**src/pkg/pwe_regs.vh**
```
`ifndef PWE_REGS_VH
`define PWE_REGS_VH

// ============================================================
// Register indices (byte address is four times the index)
`define PWE_IDX_STAT_ONE   8'hf3
`define PWE_IDX_STAT_TWO   8'hf4
`define PWE_IDX_EN_ONE     8'hf6
`define PWE_IDX_EN_TWO     8'hf7
`define PWE_IDX_ROUTE      8'hfe
`define PWE_IDX_GP_STAT    8'hff

// ============================================================
// Bus geometry
`define PWE_ADDR_W         10
`define PWE_IDX_LSB        2
`define PWE_IDX_MSB        9

// ============================================================
// Reset values and writable bit masks
`define PWE_RST_BYTE       8'h00
`define PWE_MASK_ONE       8'h7f
`define PWE_MASK_TWO       8'h3f
`define PWE_MASK_ROUTE     8'h77
`define PWE_MASK_GP        8'h07

// ============================================================
// First status and enable layout
`define PWE_B1_SER_C       6
`define PWE_B1_MOUSE       5
`define PWE_B1_KBD         4
`define PWE_B1_PRT         3
`define PWE_B1_FDC         2
`define PWE_B1_SER_A       1
`define PWE_B1_SER_B       0

// ============================================================
// Second status and enable layout
`define PWE_B2_SER_F       5
`define PWE_B2_SER_E       4
`define PWE_B2_HWMON       3
`define PWE_B2_WDT         2
`define PWE_B2_SER_D       1
`define PWE_B2_RING_B      0

// ============================================================
// Route register and general input status layout
`define PWE_RT_PSW_LSB     4
`define PWE_RT_PSW_MSB     6
`define PWE_RT_PME_LSB     0
`define PWE_RT_PME_MSB     2
`define PWE_GP_25          0
`define PWE_GP_26          1
`define PWE_GP_27          2

// ============================================================
// Event vector packing
`define PWE_EV_W           16
`define PWE_EV_ONE_LSB     0
`define PWE_EV_ONE_MSB     6
`define PWE_EV_TWO_LSB     7
`define PWE_EV_TWO_MSB     12
`define PWE_EV_GP_LSB      13
`define PWE_EV_GP_MSB      15

`endif

```
**src/logic/pwe_wake_event_control.v**
```verilog
// Summary of operation
// Status bits sticky, write one clears
// Serial F event sets second status bit5
// Serial E event sets second status bit4
// Hardware monitor event sets second status bit3
// Watchdog timeout sets second status bit2
// Serial D event sets second status bit1
// Ring indicator B sets second status bit0
// Second enable bits 5,4 gate serial F,E
// Second enable bits 3,2 gate monitor, watchdog
// Second enable bits 1,0 gate serial D, ring
// First enable bits 6,5 gate serial C, mouse
// First enable bits 4,3 gate keyboard, printer
// First enable bits 2..0 gate floppy, serial A,B
// Route bits 6..4 pass inputs to power switch
// Route bits 2..0 pass inputs to PME
// First status: serial C bit6, mouse bit5
// First status: keyboard bit4, lower bits others
// PME active while any enabled flag set
// Flags set regardless of enable; zeros ignored
//
// The APB interface to the registers was chosen for this implementation.
`timescale 1ns/1ps
`include "pwe_regs.vh"

module pwe_wake_event_control (
    // Clock and reset
    input  wire        ref_clk,
    input  wire        sys_rst,
    // APB slave
    input  wire        psel,
    input  wire        penable,
    input  wire        pwrite,
    input  wire [9:0]  paddr,
    input  wire [31:0] pwdata,
    input  wire [3:0]  pstrb,
    output wire        pready,
    output wire        pslverr,
    output wire [31:0] prdata,
    // Event sources of the first group
    input  wire        serialPortCIrq,
    input  wire        mouseIrq,
    input  wire        keyboardControllerIrq,
    input  wire        printerPortIrq,
    input  wire        floppyControllerIrq,
    input  wire        serialPortAIrq,
    input  wire        serialPortBIrq,
    // Event sources of the second group
    input  wire        serialPortFIrq,
    input  wire        serialPortEIrq,
    input  wire        hardwareMonitorIrq,
    input  wire        watchdogTimeout,
    input  wire        serialPortDIrq,
    input  wire        ringIndicatorPortB,
    // General purpose input pins
    input  wire        generalInput25,
    input  wire        generalInput26,
    input  wire        generalInput27,
    // Wake outputs
    output wire        pmeEvent,
    output wire        powerSwitchOutput
);

    // ============================================================
    // Helpers

    // Sticky update: a new event wins over a clear in the same cycle
    function [7:0] stickyNext;
        input [7:0] cur;
        input [7:0] setBits;
        input [7:0] clrBits;
        input [7:0] mask;
        begin
            stickyNext = ((cur & ~clrBits) | setBits) & mask;
        end
    endfunction

    function regHit;
        input [7:0] idx;
        input [7:0] target;
        begin
            regHit = (idx == target);
        end
    endfunction

    // ============================================================
    // Declarations
    wire [`PWE_EV_W-1:0] evRaw;
    reg  [`PWE_EV_W-1:0] syncA_reg;
    reg  [`PWE_EV_W-1:0] syncB_reg;
    reg  [`PWE_EV_W-1:0] evPrev_reg;
    wire [`PWE_EV_W-1:0] evEdge;

    reg  [7:0]  statOne_reg;
    reg  [7:0]  statTwo_reg;
    reg  [7:0]  enOne_reg;
    reg  [7:0]  enTwo_reg;
    reg  [7:0]  route_reg;
    reg  [7:0]  gpStat_reg;
    reg  [7:0]  statOne_next;
    reg  [7:0]  statTwo_next;
    reg  [7:0]  gpStat_next;

    reg  [7:0]  setOne;
    reg  [7:0]  setTwo;
    reg  [7:0]  setGp;

    reg         pme_reg;
    reg         psw_reg;
    reg  [31:0] prdata_reg;

    wire [7:0]  regIdx;
    wire        hitStatOne;
    wire        hitStatTwo;
    wire        hitEnOne;
    wire        hitEnTwo;
    wire        hitRoute;
    wire        hitGp;
    wire        mapped;
    wire        wrAccess;
    wire [7:0]  wrByte;
    reg  [7:0]  rdByte;
    wire        pmeNext;
    wire        pswNext;

    // ============================================================
    // Event capture
    // Sources may run from other clocks, so every one is synchronised
    // and only a rising level counts as a new occurrence.
    assign evRaw = {generalInput27, generalInput26, generalInput25,
                    serialPortFIrq, serialPortEIrq, hardwareMonitorIrq,
                    watchdogTimeout, serialPortDIrq, ringIndicatorPortB,
                    serialPortCIrq, mouseIrq, keyboardControllerIrq,
                    printerPortIrq, floppyControllerIrq, serialPortAIrq,
                    serialPortBIrq};

    always @(posedge ref_clk or posedge sys_rst) begin
        if (sys_rst) begin
            syncA_reg  <= 16'h0000;
            syncB_reg  <= 16'h0000;
            evPrev_reg <= 16'h0000;
        end else begin
            syncA_reg  <= evRaw;
            syncB_reg  <= syncA_reg;
            evPrev_reg <= syncB_reg;
        end
    end

    assign evEdge = syncB_reg & ~evPrev_reg;

    // Enable bits never enter here, so flags latch even when disabled
    always @* begin
        setOne = `PWE_RST_BYTE;
        setTwo = `PWE_RST_BYTE;
        setGp  = `PWE_RST_BYTE;
        setOne[`PWE_EV_ONE_MSB:`PWE_EV_ONE_LSB] =
            evEdge[`PWE_EV_ONE_MSB:`PWE_EV_ONE_LSB];
        setTwo[`PWE_EV_TWO_MSB-`PWE_EV_TWO_LSB:0] =
            evEdge[`PWE_EV_TWO_MSB:`PWE_EV_TWO_LSB];
        setGp[`PWE_GP_27:`PWE_GP_25] =
            evEdge[`PWE_EV_GP_MSB:`PWE_EV_GP_LSB];
    end

    // ============================================================
    // APB decode
    // Zero wait states: every access completes in its first access cycle.
    assign regIdx     = paddr[`PWE_IDX_MSB:`PWE_IDX_LSB];
    assign hitStatOne = regHit(regIdx, `PWE_IDX_STAT_ONE);
    assign hitStatTwo = regHit(regIdx, `PWE_IDX_STAT_TWO);
    assign hitEnOne   = regHit(regIdx, `PWE_IDX_EN_ONE);
    assign hitEnTwo   = regHit(regIdx, `PWE_IDX_EN_TWO);
    assign hitRoute   = regHit(regIdx, `PWE_IDX_ROUTE);
    assign hitGp      = regHit(regIdx, `PWE_IDX_GP_STAT);
    assign mapped     = hitStatOne | hitStatTwo | hitEnOne | hitEnTwo
                        | hitRoute | hitGp;

    // Only the low byte lane holds register bits
    assign wrAccess = psel & penable & pwrite & pstrb[0] & mapped;
    assign wrByte   = pwdata[7:0];

    assign pready  = 1'b1;
    assign pslverr = psel & penable & ~mapped;
    assign prdata  = prdata_reg;

    always @* begin
        case (1'b1)
            hitStatOne: rdByte = statOne_reg;
            hitStatTwo: rdByte = statTwo_reg;
            hitEnOne:   rdByte = enOne_reg;
            hitEnTwo:   rdByte = enTwo_reg;
            hitRoute:   rdByte = route_reg;
            hitGp:      rdByte = gpStat_reg;
            default:    rdByte = `PWE_RST_BYTE;
        endcase
    end

    // Read data is captured in the setup cycle so it leaves a flip-flop
    always @(posedge ref_clk or posedge sys_rst) begin
        if (sys_rst) begin
            prdata_reg <= 32'h00000000;
        end else if (psel & ~penable & ~pwrite) begin
            prdata_reg <= {24'h000000, rdByte};
        end
    end

    // ============================================================
    // Status registers
    always @* begin
        statOne_next = stickyNext(statOne_reg, setOne,
                                  (wrAccess & hitStatOne) ? wrByte : 8'h00,
                                  `PWE_MASK_ONE);
        statTwo_next = stickyNext(statTwo_reg, setTwo,
                                  (wrAccess & hitStatTwo) ? wrByte : 8'h00,
                                  `PWE_MASK_TWO);
        gpStat_next  = stickyNext(gpStat_reg, setGp,
                                  (wrAccess & hitGp) ? wrByte : 8'h00,
                                  `PWE_MASK_GP);
    end

    always @(posedge ref_clk or posedge sys_rst) begin
        if (sys_rst) begin
            statOne_reg <= `PWE_RST_BYTE;
            statTwo_reg <= `PWE_RST_BYTE;
            gpStat_reg  <= `PWE_RST_BYTE;
        end else begin
            statOne_reg <= statOne_next;
            statTwo_reg <= statTwo_next;
            gpStat_reg  <= gpStat_next;
        end
    end

    // ============================================================
    // Enable and route registers
    // Reserved bits are masked off on write and so read back as zero.
    always @(posedge ref_clk or posedge sys_rst) begin
        if (sys_rst) begin
            enOne_reg <= `PWE_RST_BYTE;
            enTwo_reg <= `PWE_RST_BYTE;
            route_reg <= `PWE_RST_BYTE;
        end else begin
            if (wrAccess & hitEnOne) begin
                enOne_reg <= wrByte & `PWE_MASK_ONE;
            end
            if (wrAccess & hitEnTwo) begin
                enTwo_reg <= wrByte & `PWE_MASK_TWO;
            end
            if (wrAccess & hitRoute) begin
                route_reg <= wrByte & `PWE_MASK_ROUTE;
            end
        end
    end

    // ============================================================
    // Wake outputs
    // Outputs follow the flags, so clearing the last enabled flag
    // releases the event one cycle later.
    assign pmeNext = (|(statOne_reg & enOne_reg))
                   | (|(statTwo_reg & enTwo_reg))
                   | (|(gpStat_reg[`PWE_GP_27:`PWE_GP_25]
                        & route_reg[`PWE_RT_PME_MSB:`PWE_RT_PME_LSB]));
    assign pswNext = |(gpStat_reg[`PWE_GP_27:`PWE_GP_25]
                       & route_reg[`PWE_RT_PSW_MSB:`PWE_RT_PSW_LSB]);

    always @(posedge ref_clk or posedge sys_rst) begin
        if (sys_rst) begin
            pme_reg <= 1'b0;
            psw_reg <= 1'b0;
        end else begin
            pme_reg <= pmeNext;
            psw_reg <= pswNext;
        end
    end

    assign pmeEvent          = pme_reg;
    assign powerSwitchOutput = psw_reg;

endmodule

```
**config.mk**
```make
export PLATFORM = sky130hd
export DESIGN_NAME = pwe_wake_event_control
export DESIGN_NICKNAME = d
export VERILOG_FILES = /design/src/logic/pwe_wake_event_control.v
export VERILOG_INCLUDE_DIRS = /design/src /design/src/pkg
export SDC_FILE = /design/constraint.sdc
export NUM_CORES = 1
export LEC_CHECK = 0
export CAP_MARGIN = 30
export CELL_PAD_IN_SITES_DETAIL_PLACEMENT = 0
export CELL_PAD_IN_SITES_GLOBAL_PLACEMENT = 1
export CORE_MARGIN = 2
export CORE_UTILIZATION = 45
export DETAILED_ROUTE_END_ITERATION = 12
export DONT_BUFFER_PORTS = 1
export GPL_ROUTABILITY_DRIVEN = 0
export HOLD_SLACK_MARGIN = 0.02
export PLACE_DENSITY_LB_ADDON = 0.2
export SETUP_SLACK_MARGIN = 0.2
export SYNTH_ARGS = -nofsm -noshare
export SYNTH_HDL_FRONTEND = slang
export SYNTH_SLANG_ARGS = --single-unit
```
**constraint.sdc**
```tcl
create_clock -name ref_clk -period 6.2 [get_ports ref_clk]
set_input_delay 0.62 -clock ref_clk [delete_from_list [all_inputs] [get_ports ref_clk]]
set_output_delay 0.62 -clock ref_clk [all_outputs]
set_load 0.02 [all_outputs]
```
## Word-level counts from Yosys, hierarchy flattened

Cells that the tools add are included.
Widths: inputs -> output; s select.

- Latch bits: 0
- Memories kept: 0
- Memory bits (read-only): 0
- Word-level logic and storage cells: 69
- Bits in registers: 93
- Input port bits: 67
- Memory bits (writable): 0

- Multipliers: 0
- Magnitude comparators: 0
- Reduce and logical (&&, ||, !) cells: 4
- Multiplexer cells: 9
- Equal/unequal tests: 6
- Shift-type cells: 0
- Add/sub/neg operators: 0
- Bitwise operators: 38
- Div/mod/pow operators: 0

Operator list:

| operator | count |
|---|---|
| $eq 8x8->1 const B | 6 |
| $mux 8 | 4 |
| $and 16x16->16 | 1 |
| $not 16->16 | 1 |
| $reduce_or 8->1 | 2 |
| $and 7x7->7 | 2 |
| $mux 7 | 2 |
| $and 1x1->1 | 13 |
| $and 6x6->6 | 2 |
| $and 3x3->3 | 3 |
| $not 7->7 | 1 |
| $or 1x1->1 | 7 |
| $or 7x7->7 | 1 |
| $mux 3 | 2 |
| $mux 6 | 1 |
| $not 6->6 | 1 |
| $or 6x6->6 | 1 |
| $reduce_or 3->1 | 2 |
| $not 1->1 | 3 |
| $not 3->3 | 1 |
| $or 3x3->3 | 1 |

## Depth between registers and ports, before layout

- Word-level depth: 12
- Depth in mapped cells: 6

## Worst setup path after synthesis

No wires, ideal clock.

- Kind: input to output
- Start point: input paddr[5]
- End point: output pslverr
- Cell stages on the path: 6
- Setup slack: 3.916 ns
- Buffers on the path: 2
- Data arrival time: 1.664 ns
- Cells stage by stage: buf_2 -> buf_2 -> nor2_1 -> o21ai_0 -> o21ai_0 -> a21oi_1

- Word-level cells in the longest chain between the ends: 8

Ends and longest elaborated chain:

| element | line | source |
|---|---|---|
| start, declared | pwe_wake_event_control.v:34 | `input wire [9:0] paddr,` |
| $eq 8x8->1 | pwe_wake_event_control.v:82 | `regHit = (idx == target);` |
| $or 1x1->1 (3 in a row) | pwe_wake_event_control.v:174 | `assign mapped = hitStatOne \| hitStatTwo \| hitEnOne \| hitEnTwo` |
| $or 1x1->1 | pwe_wake_event_control.v:175 | `\| hitRoute \| hitGp;` |
| $or 1x1->1 * | pwe_wake_event_control.v:175 |  |
| $not 1->1 * | pwe_wake_event_control.v:182 | `assign pslverr = psel & penable & ~mapped;` |
| $and 1x1->1 * | pwe_wake_event_control.v:182 |  |
| end, declared | pwe_wake_event_control.v:38 | `output wire pslverr,` |

Every way passes the cells marked *; elsewhere a longest branch is shown, timed or not.

## Final worst setup path

Same ends and word-level chain as after synthesis.

==> run_summary.xml <==
<?xml version="1.0" encoding="UTF-8"?>
<metrics>
  <group name="sta">
    <metric name="final_hold_viol_count" unit="">0</metric>
    <metric name="setup-tns-final" unit="ps">0</metric>
    <metric name="drv_slew" unit="">0</metric>
    <metric name="worst_slew_pin_slew" unit="ps">932.4</metric>
    <metric name="post-route-period-util" unit="">0.3094</metric>
    <metric name="fmaxAchievable" unit="GHz">0.5213</metric>
    <metric name="finalCriticalPeriod" unit="ps">1918</metric>
    <metric name="report.final.setup_viol" unit="">0</metric>
    <metric name="postLayoutSetupSlackWorst" unit="ps">4282</metric>
    <metric name="slew-limit-headroom" unit="">0.3784</metric>
    <metric name="skew" unit="ps">7.634</metric>
    <metric name="setup_repair_after_global_routing_missed_its_margin" unit="">false</metric>
    <metric name="hold_ws" unit="ps">40.23</metric>
  </group>
  <group name="power_and_ir_drop">
    <metric name="power.share.clock" unit="">0.370</metric>
    <metric name="power.static_leakage" unit="µW">0.001819</metric>
    <metric name="net-switching-power" unit="µW">263.6</metric>
    <metric name="sequential_power_share" unit="">0.582</metric>
    <metric name="vdd_drop_max" unit="V">0.0001419</metric>
    <metric name="swShare" unit="">0.2427</metric>
    <metric name="internal-power" unit="µW">822.4</metric>
    <metric name="power.density_cell_area" unit="mW/mm²">276.2</metric>
    <metric name="comb_pwr_share" unit="">0.047</metric>
  </group>
  <group name="finish">
    <metric name="finish.cell_count_without_fillers" unit="">412</metric>
    <metric name="share_of_final_layout_standard_cells_stronger_than_drive_strength_1" unit="">0.1466</metric>
    <metric name="final_cell_mix" unit="">92 x sky130_fd_sc_hd__dfrtp_1, 26 x sky130_fd_sc_hd__nand2_1, 26 x sky130_fd_sc_hd__conb_1, 24 x sky130_fd_sc_hd__inv_1, 18 x sky130_fd_sc_hd__mux2_2</metric>
    <metric name="finish.net_count" unit="">369</metric>
    <metric name="area_delta_synth_final" unit="%">5.047</metric>
    <metric name="num_antenna_cells" unit="">0</metric>
    <metric name="final_common_cell" unit="">sky130_fd_sc_hd__dfrtp_1</metric>
  </group>
  <group name="logic_synthesis">
    <metric name="synth_warnings" unit="">0</metric>
    <metric name="ys_async_sr_fraction" unit="">1.000</metric>
    <metric name="synth_enable_flop_cells" unit="">0</metric>
    <metric name="ys_seq_elements" unit="">92</metric>
    <metric name="leading_register_cell_type_out_of_synthesis" unit="">sky130_fd_sc_hd__dfrtp_1</metric>
    <metric name="syn-cell-area" unit="mm²">0.003744</metric>
    <metric name="synth_cell_type_count" unit="">44</metric>
    <metric name="syn-mean-instance-area" unit="µm²">12.48</metric>
    <metric name="yosysSeqAreaShare" unit="">0.6150</metric>
    <metric name="post_synthesis_cell_count" unit="">300</metric>
  </group>
  <group name="placement">
    <metric name="dp_worst_setup_slack" unit="ps">4154</metric>
    <metric name="hpwl" unit="µm">4797</metric>
    <metric name="port_buffers" unit="">0</metric>
    <metric name="placed_cells" unit="">396</metric>
  </group>
  <group name="floorplan">
    <metric name="dieHeight" unit="µm">95.21</metric>
    <metric name="fp.coreArea" unit="mm²">0.008134</metric>
    <metric name="die_w" unit="µm">95.21</metric>
    <metric name="floorplan.rows" unit="">33</metric>
    <metric name="initial_utilization" unit="">0.4602</metric>
    <metric name="die_area" unit="mm²">0.009065</metric>
    <metric name="ios" unit="">103</metric>
  </group>
  <group name="setup_path">
    <metric name="timing.critical_path.cells" unit="">nor2_1 -&gt; o21ai_0 -&gt; o21ai_0 -&gt; a21oi_1</metric>
    <metric name="worst-path-max-fanout" unit="">19</metric>
    <metric name="critical-path-top-cell-by-count" unit="">sky130_fd_sc_hd__o21ai_0</metric>
    <metric name="cp.required" unit="ps">5580</metric>
    <metric name="end_kind" unit="">output port</metric>
    <metric name="critical_path.startpoint_type" unit="">primary input</metric>
    <metric name="critPathSlowestCell" unit="">sky130_fd_sc_hd__a21oi_1</metric>
    <metric name="setup.worst_path.class" unit="">in -&gt; out</metric>
    <metric name="cp.arrival" unit="ps">1300</metric>
    <metric name="crit_path_max_incr_delay" unit="ps">410</metric>
  </group>
  <group name="clock_network">
    <metric name="post_cts_resize_count" unit="">0</metric>
    <metric name="cts_buffers" unit="">9</metric>
    <metric name="ctsHtreeMaxLevel" unit="">3</metric>
    <metric name="cts_post_setup_buffers_inserted" unit="">0</metric>
    <metric name="worstSkewPairLatency" unit="ps">350</metric>
    <metric name="tritoncts" unit="">built</metric>
    <metric name="cts_root_buffer_type" unit="">sky130_fd_sc_hd__clkbuf_8</metric>
    <metric name="cts_buffer_depth" unit="">2</metric>
    <metric name="cts.sinks" unit="">92</metric>
    <metric name="post_cts_hold_buffer_count" unit="">0</metric>
    <metric name="clk_pin_slew_worst_setup_hold_paths" unit="ps">90</metric>
  </group>
  <group name="grt">
    <metric name="number_of_antenna_violations_at_the_first_check_in_global_routing" unit="">0</metric>
    <metric name="global_route.overflow_total" unit="">0</metric>
    <metric name="grt.total_usage" unit="">0.1653</metric>
    <metric name="via_count_of_the_first_global_routing_pass" unit="">2018</metric>
    <metric name="maximum_number_of_pins_on_one_net_before_global_route_repair" unit="">78</metric>
    <metric name="grt_pass1_wl" unit="µm">10940</metric>
  </group>
  <group name="run_status">
    <metric name="status" unit="">finished, final reports clean</metric>
  </group>
  <group name="run">
    <metric name="number_of_max_capacitance_violations_reported" unit="">0</metric>
  </group>
  <group name="detailed_routing">
    <metric name="detailroute.via_count" unit="">2117</metric>
    <metric name="vias_per_cell" unit="">5.138</metric>
    <metric name="post_drt_wl_per_cell" unit="µm">16.85</metric>
    <metric name="detailedRoute.firstPassIterationCount" unit="">4</metric>
    <metric name="detail_route.wirelength" unit="µm">6944</metric>
    <metric name="antenna_left" unit="">0</metric>
    <metric name="detail_route.drc_violations" unit="">0</metric>
    <metric name="drt_iter0_drc" unit="">110</metric>
  </group>
  <group name="worst_hold_path">
    <metric name="hold_path.class" unit="">in -&gt; async</metric>
  </group>
</metrics>
==> worst max-delay path, delay by kind of cell <==
kind	cells	cell delay, ps
AND/OR/NAND/NOR	1	30
AO/OA/AOI/OAI	3	650
==> routing by layer <==
metal / vias up / routed length, µm / share of wire / global-route usage
li1: 1006 / - / - / -
met1: 1041 / 3269 / 0.47 / 0.2307
met4: 0 / 161 / 0.023 / 0.08816
met5: - / 0 / 0 / 0
met2: 57 / 3185 / 0.46 / 0.2412
met3: 13 / 328 / 0.047 / 0.03557
==> per-stage QoR <==
step,area [µm²],total power [µW],util
finish,3933,1086,0.4835
global route,3933,1133,0.4835
CTS,3933,1102,0.4835
detailed placement,3735,697.0,0.4592
global placement,3735,696.0,0.4592
floorplan,3834,706.2,-
==> Yosys cell counts, drive strengths merged (2+ instances only) <==
| cell | number | area (µm²) |
|---|---|---|
| a21oi | 11 | 55.05 |
| a221oi | 4 | 35.03 |
| a22o | 17 | 148.9 |
| a22oi | 2 | 15.01 |
| a311o | 2 | 20.02 |
| and4b | 2 | 20.02 |
| buf | 32 | 231.5 |
| clkbuf | 2 | 8.750 |
| conb | 2 | 7.510 |
| dfrtp | 92 | 2302 |
| inv | 25 | 93.84 |
| mux2 | 18 | 202.7 |
| mux2i | 5 | 50.05 |
| nand2 | 26 | 97.59 |
| nand2b | 2 | 12.51 |
| nand3 | 2 | 15.01 |
| nand4 | 4 | 52.55 |
| nor2 | 5 | 18.77 |
| nor2b | 2 | 12.51 |
| nor3b | 6 | 50.05 |
| o211ai | 3 | 22.52 |
| o21ai | 18 | 90.08 |
| o22ai | 3 | 18.77 |
| o2bb2ai | 3 | 26.28 |
==> worst paths after layout <==
check	endpoint	startpoint	slack, ps	cells after the start
max	pslverr	paddr[5]	4280	4
min	syncA_reg[7]	sys_rst	40	1
max reg2reg	pmeEvent	statOne_reg[0]	4870	3
min reg2reg	syncB_reg[8]	syncA_reg[8]	350	0
max in group asynchronous	statOne_reg[4]	sys_rst	5000	2
min in group ref_clk	syncA_reg[1]	serialPortAIrq	280	0
==> final cells by class <==
| type | instances | area [µm²] |
|---|---|---|
| repair buffers | 1 | 7.507 |
| inverters | 25 | 96.34 |
| clock inverters | 7 | 73.82 |
| multi-input cells | 173 | 1197 |
| well taps | 105 | 131.4 |
| flip-flops and latches | 92 | 2302 |
| clock buffers | 9 | 123.9 |
| fillers | 729 | 4202 |
==> power groups by stage <==
| stage | sequential, µW | combinational, µW | clock (µW) |
|---|---|---|---|
| floorplan | 642 | 63.8 | 0 |
| detailed placement | 645 | 52.0 | 0 |
| global route | 635 | 58.9 | 439 |
| finish | 632 | 51.6 | 402 |
| global placement | 644 | 52.0 | 0 |
| CTS | 633 | 52.4 | 417 |
==> cell families after synthesis <==
family | synth area share
AOI/OAI and AO/OA | 0.1207
buffers and inverters | 0.08924
DFF | 0.6150
muxes | 0.06751
other | 0.002006
and+or+nand+nor | 0.1056
(Power assumes the default switching activity.)
